===== src/verilog/mms_pkg.sv =====
package mms_pkg;

  // Override prefix bytes that may stand ahead of an instruction
  localparam logic [7:0] PFX_SHORT_DATA_SHORT_STREAM = 8'h40;
  localparam logic [7:0] PFX_LONG_DATA_SHORT_STREAM  = 8'h49;
  localparam logic [7:0] PFX_SHORT_DATA_LONG_STREAM  = 8'h52;

  // Immediate byte counts: short and long for ambiguous length, none for no immediate
  localparam logic [1:0] IMM_LEN_SHORT = 2'h2;
  localparam logic [1:0] IMM_LEN_LONG  = 2'h3;
  localparam logic [1:0] IMM_LEN_NONE  = 2'h0;

  // Upper byte written when a long register is loaded from a short stream
  localparam logic [7:0] UPPER_BYTE_ZERO = 8'h00;

  // Register map, byte addresses
  localparam int         ADDR_W      = 8;
  localparam logic [7:0] ADDR_CTRL   = 8'h00;
  localparam logic [7:0] ADDR_STATUS = 8'h04;
  localparam logic [7:0] ADDR_COUNT  = 8'h08;

  // Control register fields and reset values
  localparam int         CTRL_EXT_BIT    = 0;
  localparam int         CTRL_BASE_LSB   = 8;
  localparam logic       CTRL_EXT_RESET  = 1'b0;
  localparam logic [7:0] CTRL_BASE_RESET = 8'h00;

  // Status register fields
  localparam int STAT_PENDING_BIT = 0;
  localparam int STAT_DLONG_BIT   = 1;
  localparam int STAT_SLONG_BIT   = 2;
  localparam int STAT_IMM_LSB     = 8;

  // AXI response codes
  localparam logic [1:0] RESP_OKAY   = 2'h0;
  localparam logic [1:0] RESP_SLVERR = 2'h2;

  // Instruction sequencer states
  typedef enum logic [1:0] {
    SEQ_OPCODE,
    SEQ_IMM,
    SEQ_DONE
  } mms_seq_t;

endpackage


===== src/verilog/mms_decoder.sv =====
// Overview of operation
// - Short data: 16-bit values, base supplies address top
// - Long data: 24-bit values, addresses used directly
// - Short stream: ambiguous immediates fetch two bytes
// - Long stream: ambiguous immediates fetch three bytes
// - Fixed-length instructions ignore the stream part
// - Overrides never alter the persistent mode bit
// - Compatibility, no override: two bytes, upper undefined
// - Long stream, short data: keep lower sixteen bits
// - Long data, short stream: upper byte zero
// - Stream and data parts act independently
// - Full override ignores the persistent mode bit
// - Mode bit set: 24-bit; clear: 16-bit with base
// - Prefixes 40h, 49h, 52h recognised before instructions
module mms_decoder (
  input  wire logic                      clk,              // 125 MHz clock
  input  wire logic                      sys_rst,          // Asynchronous reset, active high
  // Instruction byte stream from program memory
  input  wire logic                      byte_valid,       // Byte offered
  input  wire logic [7:0]                byte_data,        // Prefix, opcode or immediate byte
  output logic                           byte_ready,       // Byte taken when valid and ready
  input  wire logic                      op_imm_ambiguous, // Opcode immediate length follows mode
  input  wire logic [1:0]                op_imm_fixed_len, // Immediate bytes of a fixed-length opcode
  input  wire logic [23:0]               ptr_value,        // pointer_pair, sampled with the opcode
  // Per-instruction result
  output logic                           instr_done,       // One-cycle pulse, results valid
  output logic                           data_long,        // Data path ran 24-bit
  output logic                           stream_long,      // Control path ran extended
  output logic [1:0]                     imm_len,          // Immediate bytes fetched
  output logic [23:0]                    imm_value,        // Immediate as fetched
  output logic [23:0]                    load_value,       // Destination register value
  output logic                           upper_defined,    // Upper byte of load_value defined
  output logic [23:0]                    mem_addr,         // Address formed for memory access
  output logic                           base_used,        // Address top came from the base
  // AXI4-Lite slave
  input  wire logic [mms_pkg::ADDR_W-1:0] s_axi_awaddr,    // Write address
  input  wire logic                      s_axi_awvalid,    // Write address valid
  output logic                           s_axi_awready,    // Write address ready
  input  wire logic [31:0]               s_axi_wdata,      // Write data
  input  wire logic [3:0]                s_axi_wstrb,      // Write byte lanes
  input  wire logic                      s_axi_wvalid,     // Write data valid
  output logic                           s_axi_wready,     // Write data ready
  output logic [1:0]                     s_axi_bresp,      // Write response
  output logic                           s_axi_bvalid,     // Write response valid
  input  wire logic                      s_axi_bready,     // Write response ready
  input  wire logic [mms_pkg::ADDR_W-1:0] s_axi_araddr,    // Read address
  input  wire logic                      s_axi_arvalid,    // Read address valid
  output logic                           s_axi_arready,    // Read address ready
  output logic [31:0]                    s_axi_rdata,      // Read data
  output logic [1:0]                     s_axi_rresp,      // Read response
  output logic                           s_axi_rvalid,     // Read data valid
  input  wire logic                      s_axi_rready      // Read data ready
);

  typedef struct packed {
    // Sequencer
    mms_pkg::mms_seq_t    seq;
    logic                 ovr_valid;
    logic                 ovr_data_long;
    logic                 ovr_stream_long;
    logic                 cur_data_long;
    logic                 cur_stream_long;
    logic [1:0]           len;
    logic [1:0]           cnt;
    logic [23:0]          imm;
    logic [23:0]          ptr;
    logic [31:0]          done_count;
    // Result outputs
    logic                 byte_ready;
    logic                 done;
    logic                 out_data_long;
    logic                 out_stream_long;
    logic [1:0]           out_len;
    logic [23:0]          out_imm;
    logic [23:0]          out_load;
    logic                 out_upper_def;
    logic [23:0]          out_addr;
    logic                 out_base_used;
    // Software registers
    logic                 ext_mode;
    logic [7:0]           base;
    // Bus slave
    logic                 aw_held;
    logic [mms_pkg::ADDR_W-1:0] aw_addr;
    logic                 w_held;
    logic [31:0]          w_data;
    logic [3:0]           w_strb;
    logic                 awready;
    logic                 wready;
    logic                 bvalid;
    logic [1:0]           bresp;
    logic                 arready;
    logic                 rvalid;
    logic [31:0]          rdata;
    logic [1:0]           rresp;
  } mms_state_t;

  mms_state_t state_reg;
  mms_state_t state_next;

  logic        is_prefix;
  logic        pfx_data_long;
  logic        pfx_stream_long;
  logic        eff_data_long;
  logic        eff_stream_long;
  logic [23:0] form_load;
  logic        form_upper_def;
  logic [23:0] form_addr;
  logic        form_base_used;

  // Prefix decode and effective mode for the byte now offered
  mms_mode_resolve u_resolve (
    .byte_data       (byte_data),
    .ovr_valid       (state_reg.ovr_valid),
    .ovr_data_long   (state_reg.ovr_data_long),
    .ovr_stream_long (state_reg.ovr_stream_long),
    .ext_mode        (state_reg.ext_mode),
    .is_prefix       (is_prefix),
    .pfx_data_long   (pfx_data_long),
    .pfx_stream_long (pfx_stream_long),
    .data_long       (eff_data_long),
    .stream_long     (eff_stream_long)
  );

  // Result of the instruction once all immediate bytes are in
  mms_result_form u_form (
    .data_long     (state_reg.cur_data_long),
    // Fetched length, not the stream part, so fixed three-byte immediates stay whole
    .stream_long   (state_reg.len == mms_pkg::IMM_LEN_LONG),
    .imm           (state_reg.imm),
    .ptr           (state_reg.ptr),
    .base          (state_reg.base),
    .load_value    (form_load),
    .upper_defined (form_upper_def),
    .mem_addr      (form_addr),
    .base_used     (form_base_used)
  );

  // Full address match, so aliases above the map answer as unmapped
  function automatic logic addr_is(input logic [mms_pkg::ADDR_W-1:0] addr,
                                   input logic [mms_pkg::ADDR_W-1:0] offset);
    addr_is = (addr == offset);
  endfunction

  // Merge one byte lane of a write into an old byte
  function automatic logic [7:0] lane_merge(input logic [7:0] old_byte,
                                            input logic [7:0] new_byte,
                                            input logic       strobe);
    lane_merge = strobe ? new_byte : old_byte;
  endfunction

  // Immediate count: fixed opcodes take their own, ambiguous ones follow the stream part
  function automatic logic [1:0] imm_count(input logic ambiguous,
                                           input logic [1:0] fixed_len,
                                           input logic stream_is_long);
    if (!ambiguous)
      imm_count = fixed_len;
    else
      imm_count = stream_is_long ? mms_pkg::IMM_LEN_LONG : mms_pkg::IMM_LEN_SHORT;
  endfunction

  // Whole next state of the block
  always_comb
  begin
    logic [7:0] ctrl_lane0;
    logic [7:0] ctrl_lane1;
    logic [1:0] new_len;
    ctrl_lane0     = 8'h00;
    ctrl_lane1     = 8'h00;
    new_len        = 2'h0;
    state_next     = state_reg;
    state_next.done = 1'b0;

    // Instruction sequencer
    unique case (state_reg.seq)
      mms_pkg::SEQ_OPCODE :
      begin
        if (byte_valid && state_reg.byte_ready)
        begin
          if (is_prefix)
          begin
            // A later prefix replaces an earlier one for the same instruction
            state_next.ovr_valid       = 1'b1;
            state_next.ovr_data_long   = pfx_data_long;
            state_next.ovr_stream_long = pfx_stream_long;
          end
          else
          begin
            new_len                    = imm_count(op_imm_ambiguous, op_imm_fixed_len, eff_stream_long);
            state_next.cur_data_long   = eff_data_long;
            state_next.cur_stream_long = eff_stream_long;
            state_next.len             = new_len;
            state_next.cnt             = 2'h0;
            state_next.imm             = 24'h000000;
            state_next.ptr             = ptr_value;
            state_next.seq             = (new_len == mms_pkg::IMM_LEN_NONE) ? mms_pkg::SEQ_DONE
                                                                            : mms_pkg::SEQ_IMM;
          end
        end
      end
      mms_pkg::SEQ_IMM :
      begin
        if (byte_valid && state_reg.byte_ready)
        begin
          // Immediates arrive low byte first
          state_next.imm[{state_reg.cnt, 3'b000} +: 8] = byte_data;
          state_next.cnt = state_reg.cnt + 2'h1;
          if (state_reg.cnt + 2'h1 == state_reg.len)
            state_next.seq = mms_pkg::SEQ_DONE;
        end
      end
      mms_pkg::SEQ_DONE :
      begin
        // Publish the result and retire the override with its instruction
        state_next.done            = 1'b1;
        state_next.out_data_long   = state_reg.cur_data_long;
        state_next.out_stream_long = state_reg.cur_stream_long;
        state_next.out_len         = state_reg.len;
        state_next.out_imm         = state_reg.imm;
        state_next.out_load        = form_load;
        state_next.out_upper_def   = form_upper_def;
        state_next.out_addr        = form_addr;
        state_next.out_base_used   = form_base_used;
        state_next.ovr_valid       = 1'b0;
        state_next.done_count      = state_reg.done_count + 32'h1;
        state_next.seq             = mms_pkg::SEQ_OPCODE;
      end
    endcase
    // No byte is taken while a result is being published
    state_next.byte_ready = (state_next.seq != mms_pkg::SEQ_DONE);

    // Write channel: address and data are taken in either order
    if (state_reg.bvalid && s_axi_bready)
      state_next.bvalid = 1'b0;
    if (state_reg.awready && s_axi_awvalid)
    begin
      state_next.aw_held = 1'b1;
      state_next.aw_addr = s_axi_awaddr;
    end
    if (state_reg.wready && s_axi_wvalid)
    begin
      state_next.w_held = 1'b1;
      state_next.w_data = s_axi_wdata;
      state_next.w_strb = s_axi_wstrb;
    end
    if (state_next.aw_held && state_next.w_held && !state_reg.bvalid)
    begin
      state_next.aw_held = 1'b0;
      state_next.w_held  = 1'b0;
      state_next.bvalid  = 1'b1;
      state_next.bresp   = mms_pkg::RESP_OKAY;
      if (addr_is(state_next.aw_addr, mms_pkg::ADDR_CTRL))
      begin
        // Only software writes the persistent mode bit; overrides never do
        ctrl_lane0 = lane_merge({7'h00, state_reg.ext_mode}, state_next.w_data[7:0], state_next.w_strb[0]);
        ctrl_lane1 = lane_merge(state_reg.base, state_next.w_data[15:8], state_next.w_strb[1]);
        state_next.ext_mode = ctrl_lane0[mms_pkg::CTRL_EXT_BIT];
        state_next.base     = ctrl_lane1;
      end
      else if (!addr_is(state_next.aw_addr, mms_pkg::ADDR_STATUS) &&
               !addr_is(state_next.aw_addr, mms_pkg::ADDR_COUNT))
        state_next.bresp = mms_pkg::RESP_SLVERR;
    end
    state_next.awready = !state_next.aw_held;
    state_next.wready  = !state_next.w_held;

    // Read channel: one read at a time, data registered with valid
    if (state_reg.rvalid && s_axi_rready)
    begin
      state_next.rvalid  = 1'b0;
      state_next.arready = 1'b1;
    end
    if (state_reg.arready && s_axi_arvalid)
    begin
      state_next.arready = 1'b0;
      state_next.rvalid  = 1'b1;
      state_next.rresp   = mms_pkg::RESP_OKAY;
      state_next.rdata   = 32'h00000000;
      if (addr_is(s_axi_araddr, mms_pkg::ADDR_CTRL))
      begin
        state_next.rdata[mms_pkg::CTRL_EXT_BIT]                 = state_reg.ext_mode;
        state_next.rdata[mms_pkg::CTRL_BASE_LSB +: 8]           = state_reg.base;
      end
      else if (addr_is(s_axi_araddr, mms_pkg::ADDR_STATUS))
      begin
        state_next.rdata[mms_pkg::STAT_PENDING_BIT]             = state_reg.ovr_valid;
        state_next.rdata[mms_pkg::STAT_DLONG_BIT]               = state_reg.out_data_long;
        state_next.rdata[mms_pkg::STAT_SLONG_BIT]               = state_reg.out_stream_long;
        state_next.rdata[mms_pkg::STAT_IMM_LSB +: 24]           = state_reg.out_imm;
      end
      else if (addr_is(s_axi_araddr, mms_pkg::ADDR_COUNT))
        state_next.rdata = state_reg.done_count;
      else
        state_next.rresp = mms_pkg::RESP_SLVERR;
    end
  end

  // State register; every field has a constant reset value
  always_ff @(posedge clk or posedge sys_rst)
  begin
    if (sys_rst)
    begin
      state_reg            <= '0;
      state_reg.seq        <= mms_pkg::SEQ_OPCODE;
      state_reg.byte_ready <= 1'b1;
      state_reg.ext_mode   <= mms_pkg::CTRL_EXT_RESET;
      state_reg.base       <= mms_pkg::CTRL_BASE_RESET;
      state_reg.awready    <= 1'b1;
      state_reg.wready     <= 1'b1;
      state_reg.arready    <= 1'b1;
    end
    else
      state_reg <= state_next;
  end

  // Outputs straight from the state register
  assign byte_ready    = state_reg.byte_ready;
  assign instr_done    = state_reg.done;
  assign data_long     = state_reg.out_data_long;
  assign stream_long   = state_reg.out_stream_long;
  assign imm_len       = state_reg.out_len;
  assign imm_value     = state_reg.out_imm;
  assign load_value    = state_reg.out_load;
  assign upper_defined = state_reg.out_upper_def;
  assign mem_addr      = state_reg.out_addr;
  assign base_used     = state_reg.out_base_used;
  assign s_axi_awready = state_reg.awready;
  assign s_axi_wready  = state_reg.wready;
  assign s_axi_bvalid  = state_reg.bvalid;
  assign s_axi_bresp   = state_reg.bresp;
  assign s_axi_arready = state_reg.arready;
  assign s_axi_rvalid  = state_reg.rvalid;
  assign s_axi_rdata   = state_reg.rdata;
  assign s_axi_rresp   = state_reg.rresp;

endmodule


===== src/verilog/mms_mode_resolve.sv =====
module mms_mode_resolve (
  input  wire logic [7:0] byte_data,       // Byte offered by program memory
  input  wire logic       ovr_valid,       // An override is pending
  input  wire logic       ovr_data_long,   // Pending override data part is long
  input  wire logic       ovr_stream_long, // Pending override stream part is long
  input  wire logic       ext_mode,        // Persistent extended_address_mode bit
  output logic            is_prefix,       // Byte is an override prefix
  output logic            pfx_data_long,   // Prefix data part is long
  output logic            pfx_stream_long, // Prefix stream part is long
  output logic            data_long,       // Effective data path mode
  output logic            stream_long      // Effective control path mode
);

  // Prefix classification
  always_comb
  begin
    is_prefix       = 1'b1;
    pfx_data_long   = 1'b0;
    pfx_stream_long = 1'b0;
    unique case (byte_data)
      mms_pkg::PFX_SHORT_DATA_SHORT_STREAM : ;
      mms_pkg::PFX_LONG_DATA_SHORT_STREAM  : pfx_data_long = 1'b1;
      mms_pkg::PFX_SHORT_DATA_LONG_STREAM  : pfx_stream_long = 1'b1;
      default                              : is_prefix = 1'b0;
    endcase
  end

  // Override parts act independently; without one the persistent bit rules
  assign data_long   = ovr_valid ? ovr_data_long : ext_mode;
  assign stream_long = ovr_valid ? ovr_stream_long : ext_mode;

endmodule


===== src/verilog/mms_result_form.sv =====
module mms_result_form (
  input  wire logic        data_long,     // Data path in 24-bit mode
  input  wire logic        stream_long,   // Three immediate bytes were fetched
  input  wire logic [23:0] imm,           // Assembled immediate value
  input  wire logic [23:0] ptr,           // pointer_pair value of the instruction
  input  wire logic [7:0]  base,          // upper_address_base
  output logic      [23:0] load_value,    // Value for the destination register
  output logic             upper_defined, // Upper byte of load_value is meaningful
  output logic      [23:0] mem_addr,      // Memory address formed
  output logic             base_used      // Upper address byte came from the base
);

  // Long data keeps 24 bits; a two-byte fetch leaves the upper byte zero
  always_comb
  begin
    if (data_long)
    begin
      load_value    = {stream_long ? imm[23:16] : mms_pkg::UPPER_BYTE_ZERO, imm[15:0]};
      upper_defined = 1'b1;
      mem_addr      = ptr;
      base_used     = 1'b0;
    end
    else
    begin
      // Short data drops fetched upper bits; the byte is undefined to software
      load_value    = {mms_pkg::UPPER_BYTE_ZERO, imm[15:0]};
      upper_defined = 1'b0;
      mem_addr      = {base, ptr[15:0]};
      base_used     = 1'b1;
    end
  end

endmodule


===== config.mk =====
export PLATFORM = sky130hd
export DESIGN_NAME = mms_decoder
export DESIGN_NICKNAME = d
export VERILOG_FILES = /design/src/verilog/mms_pkg.sv /design/src/verilog/mms_decoder.sv /design/src/verilog/mms_mode_resolve.sv /design/src/verilog/mms_result_form.sv
export SDC_FILE = /design/constraint.sdc
export NUM_CORES = 1
export LEC_CHECK = 0
export BUFFER_PORTS_ARGS = -buffer_cell sky130_fd_sc_hd__buf_2
export CORE_ASPECT_RATIO = 1.4
export CORE_MARGIN = 2
export CORE_UTILIZATION = 45
export CTS_CLUSTER_DIAMETER = 50
export DETAILED_ROUTE_END_ITERATION = 10
export PLACE_DENSITY = 0.68
export REMOVE_ABC_BUFFERS = 1
export SETUP_SLACK_MARGIN = 0.1
export SKIP_CTS_REPAIR_TIMING = 1
export SYNTH_ARGS = -nofsm -noshare
export SYNTH_HDL_FRONTEND = slang
export SYNTH_SLANG_ARGS = --single-unit

===== constraint.sdc =====
create_clock -name clk -period 17 [get_ports clk]
set_input_delay 2.55 -clock clk [delete_from_list [all_inputs] [get_ports clk]]
set_output_delay 2.55 -clock clk [all_outputs]
set_load 0.05 [all_outputs]

== Yosys cells after proc, flatten, opt, wreduce, memory -nomap -nowiden ==
Cells that the tools add are included.
Storage, ports and cells
  flip-flop bits (word level): 267
  input port bits: 95
  output and inout bits: 121
  word-level logic and storage cells: 138
Operators by class
  add/subtract/negate cells: 3
  equality and inequality tests: 16
  shift-type cells: 2
  multiplexer cells: 49
  bitwise operators: 1
  reductions and logical operators: 29
Operators with widths (count)
  2-to-1 mux 79 bit: 1
  2-to-1 mux 24 bit: 3
  2-to-1 mux 59 bit: 1
  2-to-1 mux 54 bit: 1
  one-hot mux 26 bit (2 select lines): 1
  2-to-1 mux 37 bit: 1
  2-to-1 mux 36 bit: 1
  adder 32 x 1 -> 32 bit (second input constant): 1
  2-to-1 mux 32 bit: 1
  2-to-1 mux 2 bit: 14
  2-to-1 mux 26 bit: 1
  bitwise mux 24 bit: 1
  == test 8 x 7 -> 1 bit (second input constant): 3
  variable shift 8 x 7 -> 24 bit (first input constant): 1
  indexed part select 8 x 7 -> 24 bit: 1
  == test 8 x 3 -> 1 bit (second input constant): 2
  == test 8 x 4 -> 1 bit (second input constant): 2
  logical NOT 8 bit: 2
  2-to-1 mux 16 bit: 1
  2-to-1 mux 8 bit: 2
  AND reduction 3 bit: 5
  2-to-1 mux 1 bit: 12
  != test 2 bit (second input constant): 5
  logical AND 1 bit: 9
  other kinds (17): 28

== Depth between registers and ports, before layout ==
  word-level depth: 12
  gate-level depth with buffers: 7
  depth with buffers taken out: 6

== Cells and area by module ==
From an unflattened synthesis, not the netlist that was laid out.
Second synthesis, totals
  cell total of the unflattened synthesis: 926
  area total of the unflattened synthesis: 11188.2 µm²
By module, submodules not included
  mms_decoder: instances 1, cells each 861, area each 10664.0 µm², seq. area each 6010.8 µm²
  mms_result_form: instances 1, cells each 52, area each 429.2 µm², seq. area each 0.0 µm²
  mms_mode_resolve: instances 1, cells each 13, area each 95.1 µm², seq. area each 0.0 µm²

== Least setup slack after synthesis ==
Ideal clock, no wire load.
  kind: input-to-reg
  start: input port byte_data[2]
  end: register state_reg[208] (netlist name)
  library setup time: 0.125 ns
  data arrival time: 4.010 ns
  required time: 16.875 ns
  setup slack: 12.865 ns
  stages: 5
  path buffers: 2
  path through: or4b_1 buf_2 o21ai_4 buf_6 mux2_2
On the way
  cells in the longest elaborated chain, start to end: 5
  elaborated cells on any way between the ends: 7
  classes of those cells: eq/ne: 3; mux: 1; bitwise: 1; reduce/logical: 2
RTL lines
  start, declared: line mms_decoder.sv:20  | input wire logic [7:0] byte_data,
  == test 8 x 7 -> 1 bit: line mms_mode_resolve.sv:20  | unique case (byte_data)
  OR reduction 3 bit (no source line) *
  2-to-1 mux 1 bit *: line mms_mode_resolve.sv:20
  inverter 1 bit (no source line) *
  AND reduction 3 bit (no source line) *
  end signal, assigned: line mms_decoder.sv:313  | state_reg <= state_next;
  end, declared: line mms_decoder.sv:98  | mms_state_t state_reg;
Every way passes the cells marked *; elsewhere a longest branch is shown, timed or not.
A chain may end at the register's enable or synchronous reset.

== Final worst setup path ==
  start: input port s_axi_araddr[7] (netlist name)
  end: register state_reg, in the netlist s_axi_rdata[2]
On the way
  cells in the longest elaborated chain, start to end: 4
  elaborated cells on any way between the ends: 6
  classes of those cells: eq/ne: 2; mux: 3; reduce/logical: 1
RTL lines
  start, declared: line mms_decoder.sv:46  | input wire logic [mms_pkg::ADDR_W-1:0] s_axi_araddr,
  == test 8 x 4 -> 1 bit: line mms_decoder.sv:142  | addr_is = (addr == offset);
  2-to-1 mux 32 bit: line mms_decoder.sv:291  | else if (addr_is(s_axi_araddr, mms_pkg::ADDR_COUNT))
  2-to-1 mux 3 bit: line mms_decoder.sv:284  | else if (addr_is(s_axi_araddr, mms_pkg::ADDR_STATUS))
  2-to-1 mux 7 bit *: line mms_decoder.sv:279  | if (addr_is(s_axi_araddr, mms_pkg::ADDR_CTRL))
Marks and branches as above.

==> qor.yml <==
clocking:
  ctsLongestPathBuffers: 3
  clock_sinks: 223
  htreeDepth: 1
  root_buffer: "clkbuf_16"
  cts_tree: "built"
  cts_buffers: 24
  cts.clk_slew.worst_paths_ns: 0.07
  clock_latency_ns: 0.51
power:
  seqPwrFrac_pct: 38.9
  powerDensity_nw_per_um2: 173
  switchingPower_w: 0.000751
  ir_drop_mv: 0.118
  p_leak_nw: 5.63
  p_comb_share_pct: 33.7
  intPower_w: 0.00124
  clkPwrFrac_pct: 27.5
  p_sw_share_pct: 37.8
  finalPower_w: 0.00199
yosys:
  synth_commonest_cells: "dfrtp_1 (219), buf_4 (111), mux2_2 (100)"
  synth_area_um2: 10200
  yosys.cell_types.count: 57
  synthArstFlopShare_pct: 100
  synth-adder-area-share_pct: 0.855
  synth.area.mux_share_pct: 12.6
  synth_top_family_by_area: "multiplexers"
  synth-edff-count: 0
  synth_top_cell_by_area: "dfrtp_1"
  synth_top_area_share_pct: 53.5
  yosysMostFrequentCell: "dfrtp_1"
  syn_inst: 852
  synth-xor-area-share_pct: 2.91
  synthSimpleGateAreaFrac_pct: 9.33
  synth_top_flop_cell: "dfrtp_1"
  ys_warn_count: 0
  netlist_top_cells_area: "dfrtp_1 (54%), mux2_2 (11%), buf_4 (8.1%)"
  synth_compound_area_share_pct: 8.96
  yosysSeqAreaShare_pct: 54.5
  ys_ff_latch: 223
  syn_avg_cell_area_um2: 12.0
die:
  die-width_um: 131
  core_area_um2: 22400
  initial_core_util_pct: 45.6
  row_count: 65
  die_h_um: 182
  top_level_ports: 216
  die_area_um2: 24000
worst_setup_path:
  cp_num_buf_inv: 1
  crit_type: "in -> reg"
  endpoint_kind: "register"
  cp-start-kind: "primary input"
  cpPeakStageDelay_ns: 0.95
  path_max_fanout: 23
  path_delay_family: "simple AND/OR/NAND/NOR gates"
  arrival_ns: 5.05
  reg2reg_slack_ns: 14.57
  worstPathRequired_ns: 17.44
  cp_cell_sequence: "buf_2, or4_1, nor3_2, and4b_1, a221o_1"
  cpMaxStageDelayCell: "and4b_1"
sta:
  finalWorstSetupSlack_ns: 12.39
  min_period_ns: 4.61
  finalSetupViolCount: 0
  hold_viol: 0
  relSlewSlack_pct: 27.1
  period_share_pct: 27.1
  fin_skew_ns: 0.0128
  fmax_ghz: 0.217
  finalMaxSlewViolations: 0
  fin_setup_tns_ns: 0
  rsz0062_at_grt: "no"
  worstMarginPinSlew_ns: 1.09
drt:
  ant_nets: 0
  viasPerCell: 5.17
  drt_iter0_markers: 228
  wl_per_cell_um: 17.4
  detail_route.first_pass.iterations: 4
  drc: 0
  finalWirelength_mm: 21.7
  vias: 6442
place:
  io_buffer_count: 188
  hpwl_mm: 15.2
  finalWeightedCongestion: 0.807
  dp_slack_ns: 11.84
  placed_area_um2: 10600
grt:
  grt_max_degree: 79
  grt_pass1_vias: 6704
  antenna_found_initial: 0
  grt_pass1_wl_mm: 35.6
  grtUsageTotal_pct: 18.2
  gr-total-overflow: 0
run_status:
  status: "finished clean"
worst_hold_path:
  hp-class: "reg -> reg"
final_layout:
  n_fill_cell: 2025
  nets: 1030
  n_antenna_cell: 0
  multiInputGateArea_um2: 3570
  final_util_pct: 51.2
  fin_area_um2: 11500
  largest_reg_flops: 121
  drive_above_1_share_pct: 36.9
  regArea_um2: 5590
  area_growth_syn_to_layout_pct: 12.1
flow_run:
  cap_violations: 0
-- kinds of logic (layout without fill, tap and decap cells) --
| kind of cell | Yosys count | count (layout) |
|---|---|---|
| DFF | 223 | 223 |
| and+or+nand+nor | 175 | 175 |
| adders and majority gates | 7 | 7 |
| AOI/OAI and AO/OA | 119 | 119 |
| xor gates and xnor gates | 34 | 34 |
| muxes | 116 | 116 |
| other | 1 | 2 |
| buffers and inverters | 177 | 270 |
-- placed cells by master (no fill, tap or decap), types with 9 or more instances in the layout --
cell	count
nor2b_1	10
nand4_1	14
nand3_1	21
nor2_1	23
nand2_1	46
buf_2	188
xnor2_1	29
mux2i_1	15
a2bb2oi_1	9
a21oi_1	19
clkbuf_16	25
and2_1	22
dfrtp_1	219
a221o_1	18
a22o_1	32
mux2_2	100
o21ai_0	15
inv_1	30
-- path summary, 6_finish.rpt --
check | start | end | cells after the start
max reg2reg | state_reg[265]$_DFF_PP0_ | load_value[22]$_DFFE_PP0P_ | 6
min in group asynchronous | sys_rst | mem_addr[8]$_DFFE_PP0P_ | 2
min reg2reg | s_axi_bresp[1]$_DFFE_PP0P_ | s_axi_bresp[1]$_DFFE_PP0P_ | 2
max | s_axi_araddr[7] | s_axi_rdata[2]$_DFFE_PP0P_ | 5
min | s_axi_bresp[1]$_DFFE_PP0P_ | s_axi_bresp[1]$_DFFE_PP0P_ | 2
max in group asynchronous | sys_rst | s_axi_rdata[20]$_DFFE_PP0P_ | 3
-- power groups by stage --
stage	Combinational, W	Sequential, W	Clock (W)
after global routing	0.000720	0.000794	0.000579
final	0.000669	0.000773	0.000546
after global placement	0.000663	0.000777	0
after floorplan	0.000299	0.000982	0
after detailed placement	0.000674	0.000782	0
after CTS	0.000676	0.000774	0.000561
-- worst reg2reg max path, stage by stage (launching register included) --
cell	delay, ns
dfrtp_1	0.42
inv_1	0.13
ha_4	0.36
buf_4	0.68
and4_1	0.56
nand2_1	0.11
o21ai_0	0.08
-- cell type report --
type                    count  area share [%]
repair buffers            195            8.65
well taps                 301            3.28
inverters                  31            1.08
clock inverters            13            1.41
multi-input cells         453            31.0
flip-flops and latches    223            48.6
clock buffers              31            5.90
-- through the flow --
| stage | hold slack, ns | cells |
|---|---|---|
| after floorplan | 0.446 | 707 |
| after global placement | 0.462 | 1203 |
| after detailed placement | 0.471 | 1203 |
| after CTS | 0.487 | 1247 |
| after global routing | 0.504 | 1247 |
| final | 0.483 | 1247 |
-- routing by layer --
metal  vias to the layer above  routed length (um)  GRT usage (%)
met3                        35                1140           3.44
met2                       163               11300           33.2
met4                         0                 513           5.57
met1                      3206                8740           21.6
met5                         -                   0              0
li1                       3038                   -              -
No activity file was read; power rests on OpenSTA's default activity.
